**config.mk**
```make
export PLATFORM = sky130hd
export DESIGN_NAME = nfb_host
export DESIGN_NICKNAME = d
export VERILOG_FILES = /design/src/rtl/nfb_pkg.sv /design/src/rtl/nfb_bus_cycle.sv /design/src/rtl/nfb_host.sv
export SDC_FILE = /design/constraint.sdc
export NUM_CORES = 1
export LEC_CHECK = 0
export ABC_AREA = 1
export BUFFER_PORTS_ARGS = -buffer_cell sky130_fd_sc_hd__buf_2
export CORE_UTILIZATION = 35
export CTS_BUF_LIST = sky130_fd_sc_hd__clkbuf_2 sky130_fd_sc_hd__clkbuf_4 sky130_fd_sc_hd__clkbuf_8
export CTS_CLUSTER_SIZE = 24
export DETAILED_ROUTE_END_ITERATION = 10
export PLACE_DENSITY = 0.52
export SLEW_MARGIN = 0
export SYNTH_ARGS = -nofsm -noshare
export SYNTH_HDL_FRONTEND = slang
export SYNTH_SLANG_ARGS = --single-unit
```
**constraint.sdc**
```tcl
create_clock -name i_mclk -period 5.5 [get_ports i_mclk]
set_clock_uncertainty 0.15 [all_clocks]
set_input_delay 0.275 -clock i_mclk [delete_from_list [all_inputs] [get_ports i_mclk]]
set_output_delay 0.275 -clock i_mclk [all_outputs]
set_load 0.05 [all_outputs]
```
**src/rtl/nfb_pkg.sv**
```systemverilog
// Shared constants, types and helpers for the NAND flash bus host controller.
package nfb_pkg;

  // ----------------------------------------------------------------------
  // Clock and pin timing
  // ----------------------------------------------------------------------
  localparam int CLK_MHZ = 100;
  localparam int T_WP_NS = 15;
  localparam int T_WH_NS = 10;
  localparam int T_CLS_NS = 15;
  localparam int T_REA_NS = 25;
  localparam int T_WB_NS = 100;
  localparam int SYNC_STAGES = 2;

  // Converts a least time in ns into whole clock cycles, at least one.
  function automatic int ns2cyc(input int ns);
    int c;
    c = (ns * CLK_MHZ + 999) / 1000;
    if (c < 1) begin
      c = 1;
    end
    return c;
  endfunction : ns2cyc

  localparam logic [3:0] C_SETUP = 4'(ns2cyc(T_CLS_NS));
  localparam logic [3:0] C_WP = 4'(ns2cyc(T_WP_NS));
  localparam logic [3:0] C_WH = 4'(ns2cyc(T_WH_NS));
  localparam logic [3:0] C_REA = 4'(ns2cyc(T_REA_NS) + SYNC_STAGES);
  localparam logic [3:0] C_WB = 4'(ns2cyc(T_WB_NS));

  // ----------------------------------------------------------------------
  // Array geometry
  // ----------------------------------------------------------------------
  localparam int PAGE_BYTES = 2112;
  localparam int PAGES_PER_BLOCK = 64;
  localparam int BLOCKS = 16384;
  localparam int COL_W = 12;
  localparam int PAGE_W = 6;
  localparam int BLOCK_W = 14;
  localparam int ROW_W = 19;
  localparam int SEL_BIT = 13;

  // ----------------------------------------------------------------------
  // Command bytes
  // ----------------------------------------------------------------------
  localparam logic [7:0] CMD_READ1 = 8'h00;
  localparam logic [7:0] CMD_READ2 = 8'h30;
  localparam logic [7:0] CMD_ID = 8'h90;
  localparam logic [7:0] CMD_RESET = 8'hFF;
  localparam logic [7:0] CMD_PROG1 = 8'h80;
  localparam logic [7:0] CMD_PROG2 = 8'h10;
  localparam logic [7:0] CMD_ERASE1 = 8'h60;
  localparam logic [7:0] CMD_ERASE2 = 8'hD0;
  localparam logic [7:0] CMD_STATUS = 8'h70;

  // ----------------------------------------------------------------------
  // Types
  // ----------------------------------------------------------------------
  typedef enum logic [1:0] {K_CMD = 2'h0, K_ADDR = 2'h1, K_WR = 2'h2, K_RD = 2'h3} nfb_kind_t;

  typedef enum logic [2:0] {
    OP_READ = 3'h0, OP_PROG = 3'h1, OP_ERASE = 3'h2,
    OP_ID = 3'h3, OP_RESET = 3'h4, OP_STATUS = 3'h5
  } nfb_op_t;

  typedef struct packed {
    logic [7:0] cmd1;
    logic [7:0] cmd2;
    logic has_cmd2;
    logic has_addr;
    logic [2:0] addr_first;
    logic [2:0] addr_last;
    logic din;
    logic wait_rdy;
    logic stat_after;
    logic dout;
    logic stat_out;
    logic protect;
    logic [11:0] nout;
  } nfb_opinfo_t;

  // Sequence of one operation; nout of zero means the user length.
  function automatic nfb_opinfo_t op_info(input nfb_op_t op);
    nfb_opinfo_t f;
    f = '0;
    unique case (op)
      OP_READ: f = '{CMD_READ1, CMD_READ2, 1'b1, 1'b1, 3'h0, 3'h4, 1'b0, 1'b1,
                     1'b0, 1'b1, 1'b0, 1'b0, 12'h000};
      OP_PROG: f = '{CMD_PROG1, CMD_PROG2, 1'b1, 1'b1, 3'h0, 3'h4, 1'b1, 1'b1,
                     1'b1, 1'b1, 1'b0, 1'b1, 12'h001};
      OP_ERASE: f = '{CMD_ERASE1, CMD_ERASE2, 1'b1, 1'b1, 3'h2, 3'h4, 1'b0, 1'b1,
                      1'b1, 1'b1, 1'b0, 1'b1, 12'h001};
      OP_ID: f = '{CMD_ID, 8'h00, 1'b0, 1'b1, 3'h0, 3'h0, 1'b0, 1'b0,
                   1'b0, 1'b1, 1'b0, 1'b0, 12'h002};
      OP_RESET: f = '{CMD_RESET, 8'h00, 1'b0, 1'b0, 3'h0, 3'h0, 1'b0, 1'b1,
                      1'b0, 1'b0, 1'b0, 1'b0, 12'h000};
      OP_STATUS: f = '{CMD_STATUS, 8'h00, 1'b0, 1'b0, 3'h0, 3'h0, 1'b0, 1'b0,
                       1'b0, 1'b1, 1'b1, 1'b0, 12'h001};
      default: f = '0;
    endcase
    return f;
  endfunction : op_info

  // Byte of the five address cycles: two column bytes, three row bytes.
  function automatic logic [7:0] addr_byte(input logic [2:0] idx, input logic [COL_W-1:0] col,
                                           input logic [ROW_W-1:0] row);
    logic [7:0] b;
    b = 8'h00;
    unique case (idx)
      3'h0: b = col[7:0];
      3'h1: b = {4'h0, col[11:8]};
      3'h2: b = row[7:0];
      3'h3: b = row[15:8];
      default: b = {5'h00, row[18:16]};
    endcase
    return b;
  endfunction : addr_byte

endpackage : nfb_pkg

```
**src/rtl/nfb_bus_cycle.sv**
```systemverilog
// One strobed bus cycle on the flash pins: command, address, write or read byte.
`timescale 1ns/1ps
module nfb_bus_cycle import nfb_pkg::*; (
  input wire logic i_mclk,
  input wire logic i_reset,
  input wire logic i_start,
  input wire nfb_kind_t i_kind,
  input wire logic [7:0] i_byte,
  input wire logic [7:0] i_io_sync,
  output logic o_done,
  output logic [7:0] o_rbyte,
  output logic o_cle,
  output logic o_ale,
  output logic o_we_n,
  output logic o_read_strobe_n,
  output logic [7:0] o_io_out,
  output logic o_io_oe
);

  typedef enum logic [1:0] {B_IDLE = 2'h0, B_SETUP = 2'h1, B_LOW = 2'h3, B_HIGH = 2'h2} nfb_bst_t;

  nfb_bst_t st_q, st_d;
  nfb_kind_t kind_q, kind_d;
  logic [3:0] cnt_q, cnt_d;
  logic done_d, cle_d, ale_d, we_n_d, re_n_d, io_oe_d;
  logic [7:0] rbyte_d, io_out_d;

  // ----------------------------------------------------------------------
  // Cycle sequencing
  // ----------------------------------------------------------------------

  // Sets up the latch strobes and data, pulses a strobe low, then holds.
  always_comb begin
    st_d = st_q;
    kind_d = kind_q;
    cnt_d = cnt_q;
    done_d = 1'b0;
    cle_d = o_cle;
    ale_d = o_ale;
    we_n_d = o_we_n;
    re_n_d = o_read_strobe_n;
    io_oe_d = o_io_oe;
    io_out_d = o_io_out;
    rbyte_d = o_rbyte;
    unique case (st_q)
      B_IDLE: begin
        if (i_start) begin
          kind_d = i_kind;
          cle_d = (i_kind == K_CMD);
          ale_d = (i_kind == K_ADDR);
          io_oe_d = (i_kind != K_RD);
          io_out_d = i_byte;
          cnt_d = C_SETUP - 4'h1;
          st_d = B_SETUP;
        end
      end
      B_SETUP: begin
        if (cnt_q == 4'h0) begin
          st_d = B_LOW;
          if (kind_q == K_RD) begin
            re_n_d = 1'b0;
            cnt_d = C_REA - 4'h1;
          end else begin
            we_n_d = 1'b0;
            cnt_d = C_WP - 4'h1;
          end
        end else begin
          cnt_d = cnt_q - 4'h1;
        end
      end
      B_LOW: begin
        if (cnt_q == 4'h0) begin
          we_n_d = 1'b1;
          re_n_d = 1'b1;
          if (kind_q == K_RD) begin
            rbyte_d = i_io_sync;
          end
          cnt_d = C_WH - 4'h1;
          st_d = B_HIGH;
        end else begin
          cnt_d = cnt_q - 4'h1;
        end
      end
      B_HIGH: begin
        if (cnt_q == 4'h0) begin
          cle_d = 1'b0;
          ale_d = 1'b0;
          io_oe_d = 1'b0;
          done_d = 1'b1;
          st_d = B_IDLE;
        end else begin
          cnt_d = cnt_q - 4'h1;
        end
      end
    endcase
  end

  // Registers the cycle state and every pin.
  always_ff @(posedge i_mclk or posedge i_reset) begin
    if (i_reset) begin
      st_q <= B_IDLE;
      kind_q <= K_CMD;
      cnt_q <= 4'h0;
      o_done <= 1'b0;
      o_rbyte <= 8'h00;
      o_cle <= 1'b0;
      o_ale <= 1'b0;
      o_we_n <= 1'b1;
      o_read_strobe_n <= 1'b1;
      o_io_out <= 8'h00;
      o_io_oe <= 1'b0;
    end else begin
      st_q <= st_d;
      kind_q <= kind_d;
      cnt_q <= cnt_d;
      o_done <= done_d;
      o_rbyte <= rbyte_d;
      o_cle <= cle_d;
      o_ale <= ale_d;
      o_we_n <= we_n_d;
      o_read_strobe_n <= re_n_d;
      o_io_out <= io_out_d;
      o_io_oe <= io_oe_d;
    end
  end
endmodule : nfb_bus_cycle

```
**src/rtl/nfb_host.sv**
```systemverilog
// Host controller that drives a NAND flash over its multiplexed pins.
`timescale 1ns/1ps

module nfb_host import nfb_pkg::*; (
  input wire logic i_mclk,
  input wire logic i_reset,
  input wire logic i_cmd_valid,
  input wire nfb_op_t i_cmd_op,
  input wire logic [BLOCK_W-1:0] i_block,
  input wire logic [PAGE_W-1:0] i_page,
  input wire logic [COL_W-1:0] i_col,
  input wire logic [11:0] i_len,
  input wire logic i_boot_read_en,
  input wire logic [7:0] i_wdata,
  input wire logic i_wvalid,
  output logic o_wready,
  output logic [7:0] o_rdata,
  output logic o_rvalid,
  output logic [7:0] o_status,
  output logic o_cmd_ready,
  output logic o_done,
  input wire logic [7:0] i_io_in,
  input wire logic i_ready_busy,
  output logic [7:0] o_io_out,
  output logic o_io_oe,
  output logic o_cle,
  output logic o_ale,
  output logic o_we_n,
  output logic o_read_strobe_n,
  output logic o_device_select_first_n,
  output logic o_device_select_second_n,
  output logic o_wp_n,
  output logic o_pre
);

  typedef enum logic [3:0] {
    S_IDLE = 4'h0, S_CMD1 = 4'h1, S_ADDR = 4'h3, S_DIN = 4'h2, S_CMD2 = 4'h6,
    S_WB = 4'h7, S_RDY = 4'h5, S_STCMD = 4'h4, S_DOUT = 4'hC, S_DONE = 4'hD
  } nfb_st_t;

  nfb_st_t st_q, st_d;
  nfb_opinfo_t info_q, info_d;
  logic [COL_W-1:0] col_q, col_d;
  logic [ROW_W-1:0] row_q, row_d;
  logic [11:0] len_q, len_d, cnt_q, cnt_d, nout;
  logic iss_q, iss_d, wait_q, wait_d, stat_q, stat_d;
  logic start_q, start_d;
  nfb_kind_t kind_q, kind_d;
  logic [7:0] byte_q, byte_d, rdata_d, status_d;
  logic wready_d, rvalid_d, done_d, sel1_d, sel2_d, wp_n_d, accept, free;
  logic [7:0] io_s1_q, io_s2_q;
  logic rb_s1_q, rb_s2_q;
  logic cyc_done;
  logic [7:0] cyc_rbyte;

  // ----------------------------------------------------------------------
  // Helpers
  // ----------------------------------------------------------------------

  // Next phase after the first command, the address bytes or the data bytes.
  function automatic nfb_st_t after(input nfb_opinfo_t f, input logic [1:0] from);
    nfb_st_t s;
    if (from < 2'h1 && f.has_addr) s = S_ADDR;
    else if (from < 2'h2 && f.din) s = S_DIN;
    else if (f.has_cmd2) s = S_CMD2;
    else if (f.wait_rdy) s = S_WB;
    else if (f.dout) s = S_DOUT;
    else s = S_DONE;
    return s;
  endfunction : after

  // Counter value on entry to a phase.
  function automatic logic [11:0] entry_cnt(input nfb_st_t s, input nfb_opinfo_t f);
    logic [11:0] c;
    c = 12'h000;
    if (s == S_ADDR) c = {9'h000, f.addr_first};
    else if (s == S_WB) c = {8'h00, C_WB} - 12'h001;
    return c;
  endfunction : entry_cnt

  // ----------------------------------------------------------------------
  // Pin synchronisers
  // ----------------------------------------------------------------------

  // Brings the bus and the shared busy line into the clock domain.
  always_ff @(posedge i_mclk or posedge i_reset) begin
    if (i_reset) begin
      io_s1_q <= 8'h00;
      io_s2_q <= 8'h00;
      rb_s1_q <= 1'b0;
      rb_s2_q <= 1'b0;
    end else begin
      io_s1_q <= i_io_in;
      io_s2_q <= io_s1_q;
      rb_s1_q <= i_ready_busy;
      rb_s2_q <= rb_s1_q;
    end
  end

  // ----------------------------------------------------------------------
  // Operation sequencer
  // ----------------------------------------------------------------------
  assign free = !wait_q && !start_q;
  assign accept = i_wvalid && o_wready;
  assign nout = (info_q.nout == 12'h000) ? len_q : info_q.nout;

  // Walks each operation through its command, address, data and wait phases.
  always_comb begin
    st_d = st_q;
    info_d = info_q;
    col_d = col_q;
    row_d = row_q;
    len_d = len_q;
    cnt_d = cnt_q;
    iss_d = iss_q;
    stat_d = stat_q;
    start_d = 1'b0;
    kind_d = kind_q;
    byte_d = byte_q;
    rdata_d = o_rdata;
    status_d = o_status;
    rvalid_d = 1'b0;
    done_d = 1'b0;
    sel1_d = o_device_select_first_n;
    sel2_d = o_device_select_second_n;
    wp_n_d = o_wp_n;
    unique case (st_q)
      S_IDLE: begin
        if (i_cmd_valid) begin
          info_d = op_info(i_cmd_op);
          col_d = (i_cmd_op == OP_ID) ? '0 : i_col;
          row_d = {i_block[SEL_BIT-1:0], i_page};
          len_d = i_len;
          sel1_d = i_block[SEL_BIT];
          sel2_d = !i_block[SEL_BIT];
          wp_n_d = info_d.protect;
          stat_d = info_d.stat_out;
          iss_d = 1'b0;
          st_d = S_CMD1;
        end
      end
      S_CMD1, S_CMD2, S_STCMD: begin
        if (free && !iss_q) begin
          start_d = 1'b1;
          kind_d = K_CMD;
          byte_d = (st_q == S_CMD1) ? info_q.cmd1 : (st_q == S_CMD2) ? info_q.cmd2 : CMD_STATUS;
          iss_d = 1'b1;
        end else if (free) begin
          iss_d = 1'b0;
          if (st_q == S_CMD1) st_d = after(info_q, 2'h0);
          else if (st_q == S_CMD2) st_d = S_WB;
          else begin
            st_d = S_DOUT;
            stat_d = 1'b1;
          end
          cnt_d = entry_cnt(st_d, info_q);
        end
      end
      S_ADDR: begin
        if (free && !iss_q) begin
          start_d = 1'b1;
          kind_d = K_ADDR;
          byte_d = addr_byte(cnt_q[2:0], col_q, row_q);
          iss_d = 1'b1;
        end else if (free) begin
          iss_d = 1'b0;
          if (cnt_q[2:0] == info_q.addr_last) begin
            st_d = after(info_q, 2'h1);
            cnt_d = entry_cnt(st_d, info_q);
          end else begin
            cnt_d = cnt_q + 12'h001;
          end
        end
      end
      S_DIN: begin
        if (accept) begin
          start_d = 1'b1;
          kind_d = K_WR;
          byte_d = i_wdata;
          iss_d = 1'b1;
        end else if (free && iss_q) begin
          iss_d = 1'b0;
          if (cnt_q + 12'h001 == len_q) begin
            st_d = after(info_q, 2'h2);
            cnt_d = entry_cnt(st_d, info_q);
          end else begin
            cnt_d = cnt_q + 12'h001;
          end
        end
      end
      S_WB: begin
        if (cnt_q == 12'h000) st_d = S_RDY;
        else cnt_d = cnt_q - 12'h001;
      end
      S_RDY: begin
        if (rb_s2_q) begin
          st_d = info_q.stat_after ? S_STCMD : (info_q.dout ? S_DOUT : S_DONE);
          cnt_d = 12'h000;
        end
      end
      S_DOUT: begin
        if (free && !iss_q) begin
          start_d = 1'b1;
          kind_d = K_RD;
          iss_d = 1'b1;
        end else if (free) begin
          iss_d = 1'b0;
          if (stat_q) status_d = cyc_rbyte;
          else begin
            rdata_d = cyc_rbyte;
            rvalid_d = 1'b1;
          end
          if (cnt_q + 12'h001 == nout) st_d = S_DONE;
          else cnt_d = cnt_q + 12'h001;
        end
      end
      S_DONE: begin
        done_d = 1'b1;
        sel1_d = 1'b1;
        sel2_d = 1'b1;
        wp_n_d = 1'b0;
        st_d = S_IDLE;
      end
      default: st_d = S_IDLE;
    endcase
    wait_d = start_d || (wait_q && !cyc_done);
    wready_d = (st_q == S_DIN) && !wait_q && !start_q && !iss_q && !accept && (st_d == S_DIN);
  end

  // Registers the sequencer; write protect starts low across power-up.
  always_ff @(posedge i_mclk or posedge i_reset) begin
    if (i_reset) begin
      st_q <= S_IDLE;
      info_q <= '0;
      col_q <= '0;
      row_q <= '0;
      len_q <= 12'h000;
      cnt_q <= 12'h000;
      iss_q <= 1'b0;
      wait_q <= 1'b0;
      stat_q <= 1'b0;
      start_q <= 1'b0;
      kind_q <= K_CMD;
      byte_q <= 8'h00;
      o_wready <= 1'b0;
      o_rdata <= 8'h00;
      o_rvalid <= 1'b0;
      o_status <= 8'h00;
      o_cmd_ready <= 1'b0;
      o_done <= 1'b0;
      o_device_select_first_n <= 1'b1;
      o_device_select_second_n <= 1'b1;
      o_wp_n <= 1'b0;
      o_pre <= 1'b0;
    end else begin
      st_q <= st_d;
      info_q <= info_d;
      col_q <= col_d;
      row_q <= row_d;
      len_q <= len_d;
      cnt_q <= cnt_d;
      iss_q <= iss_d;
      wait_q <= wait_d;
      stat_q <= stat_d;
      start_q <= start_d;
      kind_q <= kind_d;
      byte_q <= byte_d;
      o_wready <= wready_d;
      o_rdata <= rdata_d;
      o_rvalid <= rvalid_d;
      o_status <= status_d;
      o_cmd_ready <= (st_d == S_IDLE);
      o_done <= done_d;
      o_device_select_first_n <= sel1_d;
      o_device_select_second_n <= sel2_d;
      o_wp_n <= wp_n_d;
      o_pre <= i_boot_read_en;
    end
  end

  // ----------------------------------------------------------------------
  // Pin cycle engine
  // ----------------------------------------------------------------------
  nfb_bus_cycle u_cycle (
    .i_mclk(i_mclk),
    .i_reset(i_reset),
    .i_start(start_q),
    .i_kind(kind_q),
    .i_byte(byte_q),
    .i_io_sync(io_s2_q),
    .o_done(cyc_done),
    .o_rbyte(cyc_rbyte),
    .o_cle(o_cle),
    .o_ale(o_ale),
    .o_we_n(o_we_n),
    .o_read_strobe_n(o_read_strobe_n),
    .o_io_out(o_io_out),
    .o_io_oe(o_io_oe)
  );
endmodule : nfb_host

```
Word-level counts from Yosys, hierarchy flattened:

Cells that the tools add are included.

* word-level logic and storage cells: 286
* register bits after elaboration: 185

* bitwise gates (word level): 2
* mux-type cells: 122
* equality and inequality tests: 60
* reductions and logical operators: 52
* add/sub/neg operators: 3

Operators with widths (count)
* case mux 42 bit (6 select lines): 1
* 2-to-1 mux 12 bit: 15
* 2-to-1 mux 4 bit: 42
* case mux 12 bit (6 select lines): 1
* inequality test 2 bit (second input constant): 22
* 2-to-1 mux 8 bit: 5
* 2-to-1 mux 1 bit: 32
* case mux 8 bit (4 select lines): 1
* == test 4 x 3 -> 1 bit (second input constant): 7
* case mux 4 bit (7 select lines): 1
* AND reduction 4 bit: 7
* == test 12 bit: 2
* == test 4 x 2 -> 1 bit (second input constant): 6
* zero test 12 bit: 2
* case mux 8 bit (3 select lines): 1
* case mux 1 bit (2 select lines): 10
* 2-to-1 mux 2 bit: 8
* case mux 2 bit (4 select lines): 2
* case mux 4 bit (4 select lines): 1
* adder 12 x 1 -> 12 bit (second input constant): 1
* == test 3 x 2 -> 1 bit (second input constant): 4
* zero test 4 bit: 3
* AND reduction 12 bit: 1
* subtractor 12 x 1 -> 12 bit (second input constant): 1
* other kinds (29): 63

Depth between registers and ports, before layout:

* depth after elaboration: 15
* mapped depth: 18

Hierarchy:

Synthesis repeated with hierarchy kept, for this count alone.

* cell total of the unflattened synthesis: 1047
* area, all modules: 8096.5 µm²

By module, submodules not included
* nfb_host: cells each 904, area an instance 6756.5 µm², sequential area each 3230.6 µm², times used 1
* nfb_bus_cycle: cells each 143, area an instance 1340.0 µm², sequential area each 753.2 µm², times used 1

Worst setup path after synthesis:

Ideal clock, no wire load.

* path kind: register to register
* start point: reg cnt_q[1]
* end point: reg cnt_q[6]
* stages on the path, launching flop included: 18
* arrival time: 2.105 ns
* data required time: 5.233 ns
* path buffers: 0
* setup slack: 3.128 ns
* library setup time: 0.117 ns
* cells stage by stage: dfrtp_1 > ha_1 > ha_1 > inv_1 > nand2_1 > and2_1 > nand2_1 > nor2_1 > nand2_1 > nand3b_1 > nor2_2 > nand2_1 > nand2_2 > nand2_2 > nand2_1 > nand2_1 > nand2_1 > nand2_1

* longest elaborated chain between the ends: 6
* elaborated cells on any way between the ends: 20
* those cells by class: add/sub: 2; eq/ne: 5; mux: 11; reduce/logical: 2

RTL lines
* from (decl): line nfb_host.sv:45 `logic [11:0] len_q, len_d, cnt_q, cnt_d, nout;`
* from (signal assigned): line nfb_host.sv:261 `cnt_q <= cnt_d;`
* adder 12 x 1 -> 12 bit
* == test 12 bit: line nfb_host.sv:183 `if (cnt_q + 12'h001 == len_q) begin`
* 2-to-1 mux 12 bit: line nfb_host.sv:183
* 2-to-1 mux 12 bit: line nfb_host.sv:181 `end else if (free && iss_q) begin`
* 2-to-1 mux 12 bit: line nfb_host.sv:176 `if (accept) begin`
* case mux 12 bit (6 select lines): line nfb_host.sv:127 `unique case (st_q)`

Parallel ways exist; a longest one is shown, timed or not. The select of a mux whose other input is x is not followed.
A chain may end at the register's enable or synchronous reset.

Final worst setup path:

* start point: reg cnt_q[0]
* end point: reg cnt_q[4]

Same word-level chain as after synthesis.

==> PnR_summary.wiki <==
{| class="wikitable"
! Metric !! Value
|-
| Hold Fails Final Rpt || 0
|-
| Reg2Reg Setup Slack || 2.57 ns
|-
| Worst Reg2Reg Path Length in Cells || 17
|-
| Most prevalent standard cell on the critical path || sky130_fd_sc_hd__nand2_1
|-
| Detail Route Antenna Nets || 0
|-
| Total global routing track utilization || 20.0%
|-
| Num ports || 106
|-
| Final Slew Violations || 0
|-
| Wire length per cell after detailed routing || 15.4 um
|-
| Yosys warns || 0
|-
| Top cells by area, synth || sky130_fd_sc_hd__dfrtp_1 48%, sky130_fd_sc_hd__nand2_1 13%, sky130_fd_sc_hd__inv_1 6.0%
|-
| Total of fill cells in the finished design || ~2300
|-
| Area of the multi-input gates || 3460 sq um
|-
| Crit path arrival time || 3.13 ns
|-
| Number of DRC markers after the initial detailed-route iteration || a little under 400
|-
| Maximum buffer depth of the clock tree || 2
|-
| Total CTS buffers || 17
|-
| Worst endpoint required time || 5.70 ns
|-
| Critical path class || reg2reg
|-
| Worst flop-to-flop path startpoint || cnt_q[0]$_DFFE_PP0P_
|-
| Crit. Startpoint || cnt_q[0]$_DFFE_PP0P_
|-
| Routed wire length || around 23 mm
|-
| Actual transition at the worst max-transition pin || between 1 and 1.5 ns
|-
| Area enclosed by the die boundary || 23900 sq um
|-
| Critical path's slowest cell || sky130_fd_sc_hd__dfrtp_1
|-
| Maximum single-stage delay on the critical path || 0.53 ns
|-
| DP HPWL || 16.6 mm
|-
| Total DRC errors in the routed layout || 0
|-
| Port Buf Inserts || 105
|-
| Number of clock sinks || around 160
|-
| Clock tree from TritonCTS || done
|-
| Number of antenna violations at the first check in global routing || 1
|-
| Pin count of the biggest net entering global routing || 91
|-
| Largest area contributor in the netlist || sky130_fd_sc_hd__dfrtp_1
|-
| Worst rel slew slack || 32.4%
|-
| Register bit count reported by yosys || 159
|-
| Run status || finished clean
|-
| Number of gates resized after cts || 0
|-
| Final core utilization || 43.9%
|-
| Cells after Synth || 1031
|-
| Fraction of final layout cells sized beyond drive strength 1 || around 17%
|-
| Wire length of the first global-routing pass || 37.1 mm
|-
| Commonest cells in the netlist || 272 x sky130_fd_sc_hd__nand2_1, 155 x sky130_fd_sc_hd__dfrtp_1, 130 x sky130_fd_sc_hd__inv_1
|-
| Capturing point of the worst reg2reg path || cnt_q[4]$_DFFE_PP0P_
|-
| Sequential fraction of the synthesis area || around half
|-
| Post-layout nets || 1268
|-
| Core outline area || 22700 sq um
|-
| Clock-pin slew reported for the worst setup and hold paths after clock tree synthesis || 0.10 ns
|-
| Hold Startpoint || i_cmd_op[0]
|-
| Power density normalized to cell area || 377 nW/um^2
|-
| Final estimated routing congestion in global placement || 0.872
|-
| Total vias in the final route || 7241
|-
| Final worst path period share || 53.3%
|-
| VDD IR-drop max || 0.224 mV
|-
| Post-synthesis to final-layout area growth || 22.4%
|-
| Max cap viols || 0
|-
| Total nets after synthesis || 1108
|-
| Root buffer cell || sky130_fd_sc_hd__clkbuf_8
|-
| Async set-or-reset flop fraction in the synthesized netlist || 100%
|-
| Startpoint class of the critical path || flop
|-
| Number of global-route vias before repair || 7037
|-
| Total global routing overflow || 0
|-
| Library cell with the highest instance count after synthesis || sky130_fd_sc_hd__nand2_1
|-
| Endpoint of the worst setup timing path || cnt_q[4]$_DFFE_PP0P_
|-
| Later-pin clock latency in the skew report || around 0.46 ns
|-
| Peak fanout along the critical path || 10
|-
| Final setup violation count || 0
|-
| Number of distinct library cell variants in the gate-level netlist after synthesis || 49
|-
| Post-CTS setup buffer count || 0
|-
| Number of enable-type register cells in the synthesized netlist || 0
|-
| Ordered list of cells on the worst path || ha_1, ha_1, inv_1, nand2_1, and2_1, nand2_1, nor2_1, nand2_1, nand3b_1, nor2_2, nand2_1, nand2_2, nand2_2, nand2_1, nand2_1, nand2_1, nand2_1
|-
| Die X-Extent || roughly 150 um
|-
| FP Rows || between 50 and 60
|-
| Leakage Power || ~5.1 nW
|-
| Kind of end point of the critical path || flop
|-
| Drt via density || 4.86
|-
| Die outline height || approximately 150 um
|-
| RSZ-0062 raised after global routing || no
|-
| Hold Path Class || in2reg
|-
| DRT Pass-1 Iters || 4
|-
| Setup TNS after final layout || 0 ns
|-
| Initial cell density of the core || around 36%
|-
| Mean cell area of the mapped netlist || 7.90 sq um
|-
| Yosys top cell area share || 47.6%
|-
| Maximum operating frequency || around 340 MHz
|-
| H-tree depth reported by CTS || 4
|-
| Area of the mapped netlist || 8140 sq um
|-
| Most used flip-flop cell after synthesis || sky130_fd_sc_hd__dfrtp_1
|-
| Post-layout minimum cycle time || 2.93 ns
|-
| FF+latch area || roughly 4000 sq um
|}
state kept, by name, summed over array words and instances (netlist names), 2 cells and up:
name and cells:
u_cycle.o_io_out 8, u_cycle.o_rbyte 8, kind_q 2, len_q 12, io_s1_q 8, u_cycle.st_q 2, io_s2_q 8, u_cycle.kind_q 2
info_q 14, o_rdata 8, u_cycle.cnt_q 4, o_status 8, col_q 12, cnt_q 12, byte_q 8, st_q 4
row_q 19
placed cells by master, fill, tap and decap left out, drive strengths merged, types with 4 or more instances in the layout:
master	Yosys	final
clkinv	0	6
nand3	65	65
a221oi	4	4
nor2	115	115
o211ai	6	6
dfstp	4	4
a22oi	6	6
a21oi	45	45
ha	8	8
nand4	6	6
clkbuf	15	17
dlygate4sd3	0	62
o21ai	89	89
o221ai	4	4
buf	14	108
nand2	287	287
dfrtp	155	155
o22ai	10	10
mux2	7	7
a31oi	7	7
nor3	11	11
inv	147	155
power by group:
group	leakage, nW	internal, mW	switching (mW)
sequential	2.03	1.43	0.167
clock	0.219	0.398	0.541
combinational	2.83	0.397	0.823
layout make-up:
cell class                      count  area share, %
Antenna cell                        1         0.0251
Clock buffer                       17           2.35
Clock inverter                     15           2.06
Inverter                          147           5.59
Multi-Input combinational cell    696           34.7
Sequential cell                   159           40.0
Tap cell                          285           3.58
Timing Repair Buffer              170           11.7
worst max-delay path, delay by kind of cell (launching register included):
| family | cells | cell delay, ns |
|---|---|---|
| flops | 1 | 0.53 |
| simple gates | 14 | 1.42 |
| buf+inv | 1 | 0.07 |
| fa+ha+maj | 2 | 0.66 |
worst min-delay path by stage:
stage,endpoint,cells past startpoint
global route,stat_q$_DFFE_PP0P_,3
finish,info_q[15]$_DFFE_PP0P_,4
global placement,io_s2_q[7]$_DFF_PP0_,0
CTS,info_q[15]$_DFFE_PP0P_,4
floorplan,io_s1_q[0]$_DFF_PP0_,0
detailed placement,io_s2_q[6]$_DFF_PP0_,0
what timing repair did:
item	4_1_cts	5_1_grt
setup endpoints to repair	0	0
hold buffers	62	0
endpoints found under the hold margin	111	0
through the flow:
step	hold WS (ns)	cells	cell area (sq um)	setup WS [ns]	power, mW
5_1_grt	0.0399	1489	9960	2.30	4.03
2_1_floorplan	0.156	1031	8140	0.790	2.47
3_5_place_dp	0.185	1395	8900	2.62	2.80
4_1_cts	0.00301	1489	9960	2.59	3.79
3_3_place_gp	0.182	1395	8900	2.71	2.81
6_report	0.0439	1490	9960	2.57	3.76
layer usage:
layer  track usage [%]  part of all wire [%]  up-vias
li1                  -                     -     3642
met1              27.9                    48     3419
met2              31.9                    46      157
met3              3.25                   4.1       23
met4              5.70                   1.6        0
met5                 0                     0        -
kinds of logic after synthesis:
| group | share of synthesized area, % |
|---|---|
| DFF | 48.9 |
| muxes | 0.968 |
| adders and majority gates | 1.23 |
| AOI/OAI and AO/OA | 13.0 |
| buffers and inverters | 8.68 |
| xor gates and xnor gates | 0.430 |
| and+or+nand+nor | 26.8 |
(Power assumes the default switching activity.)
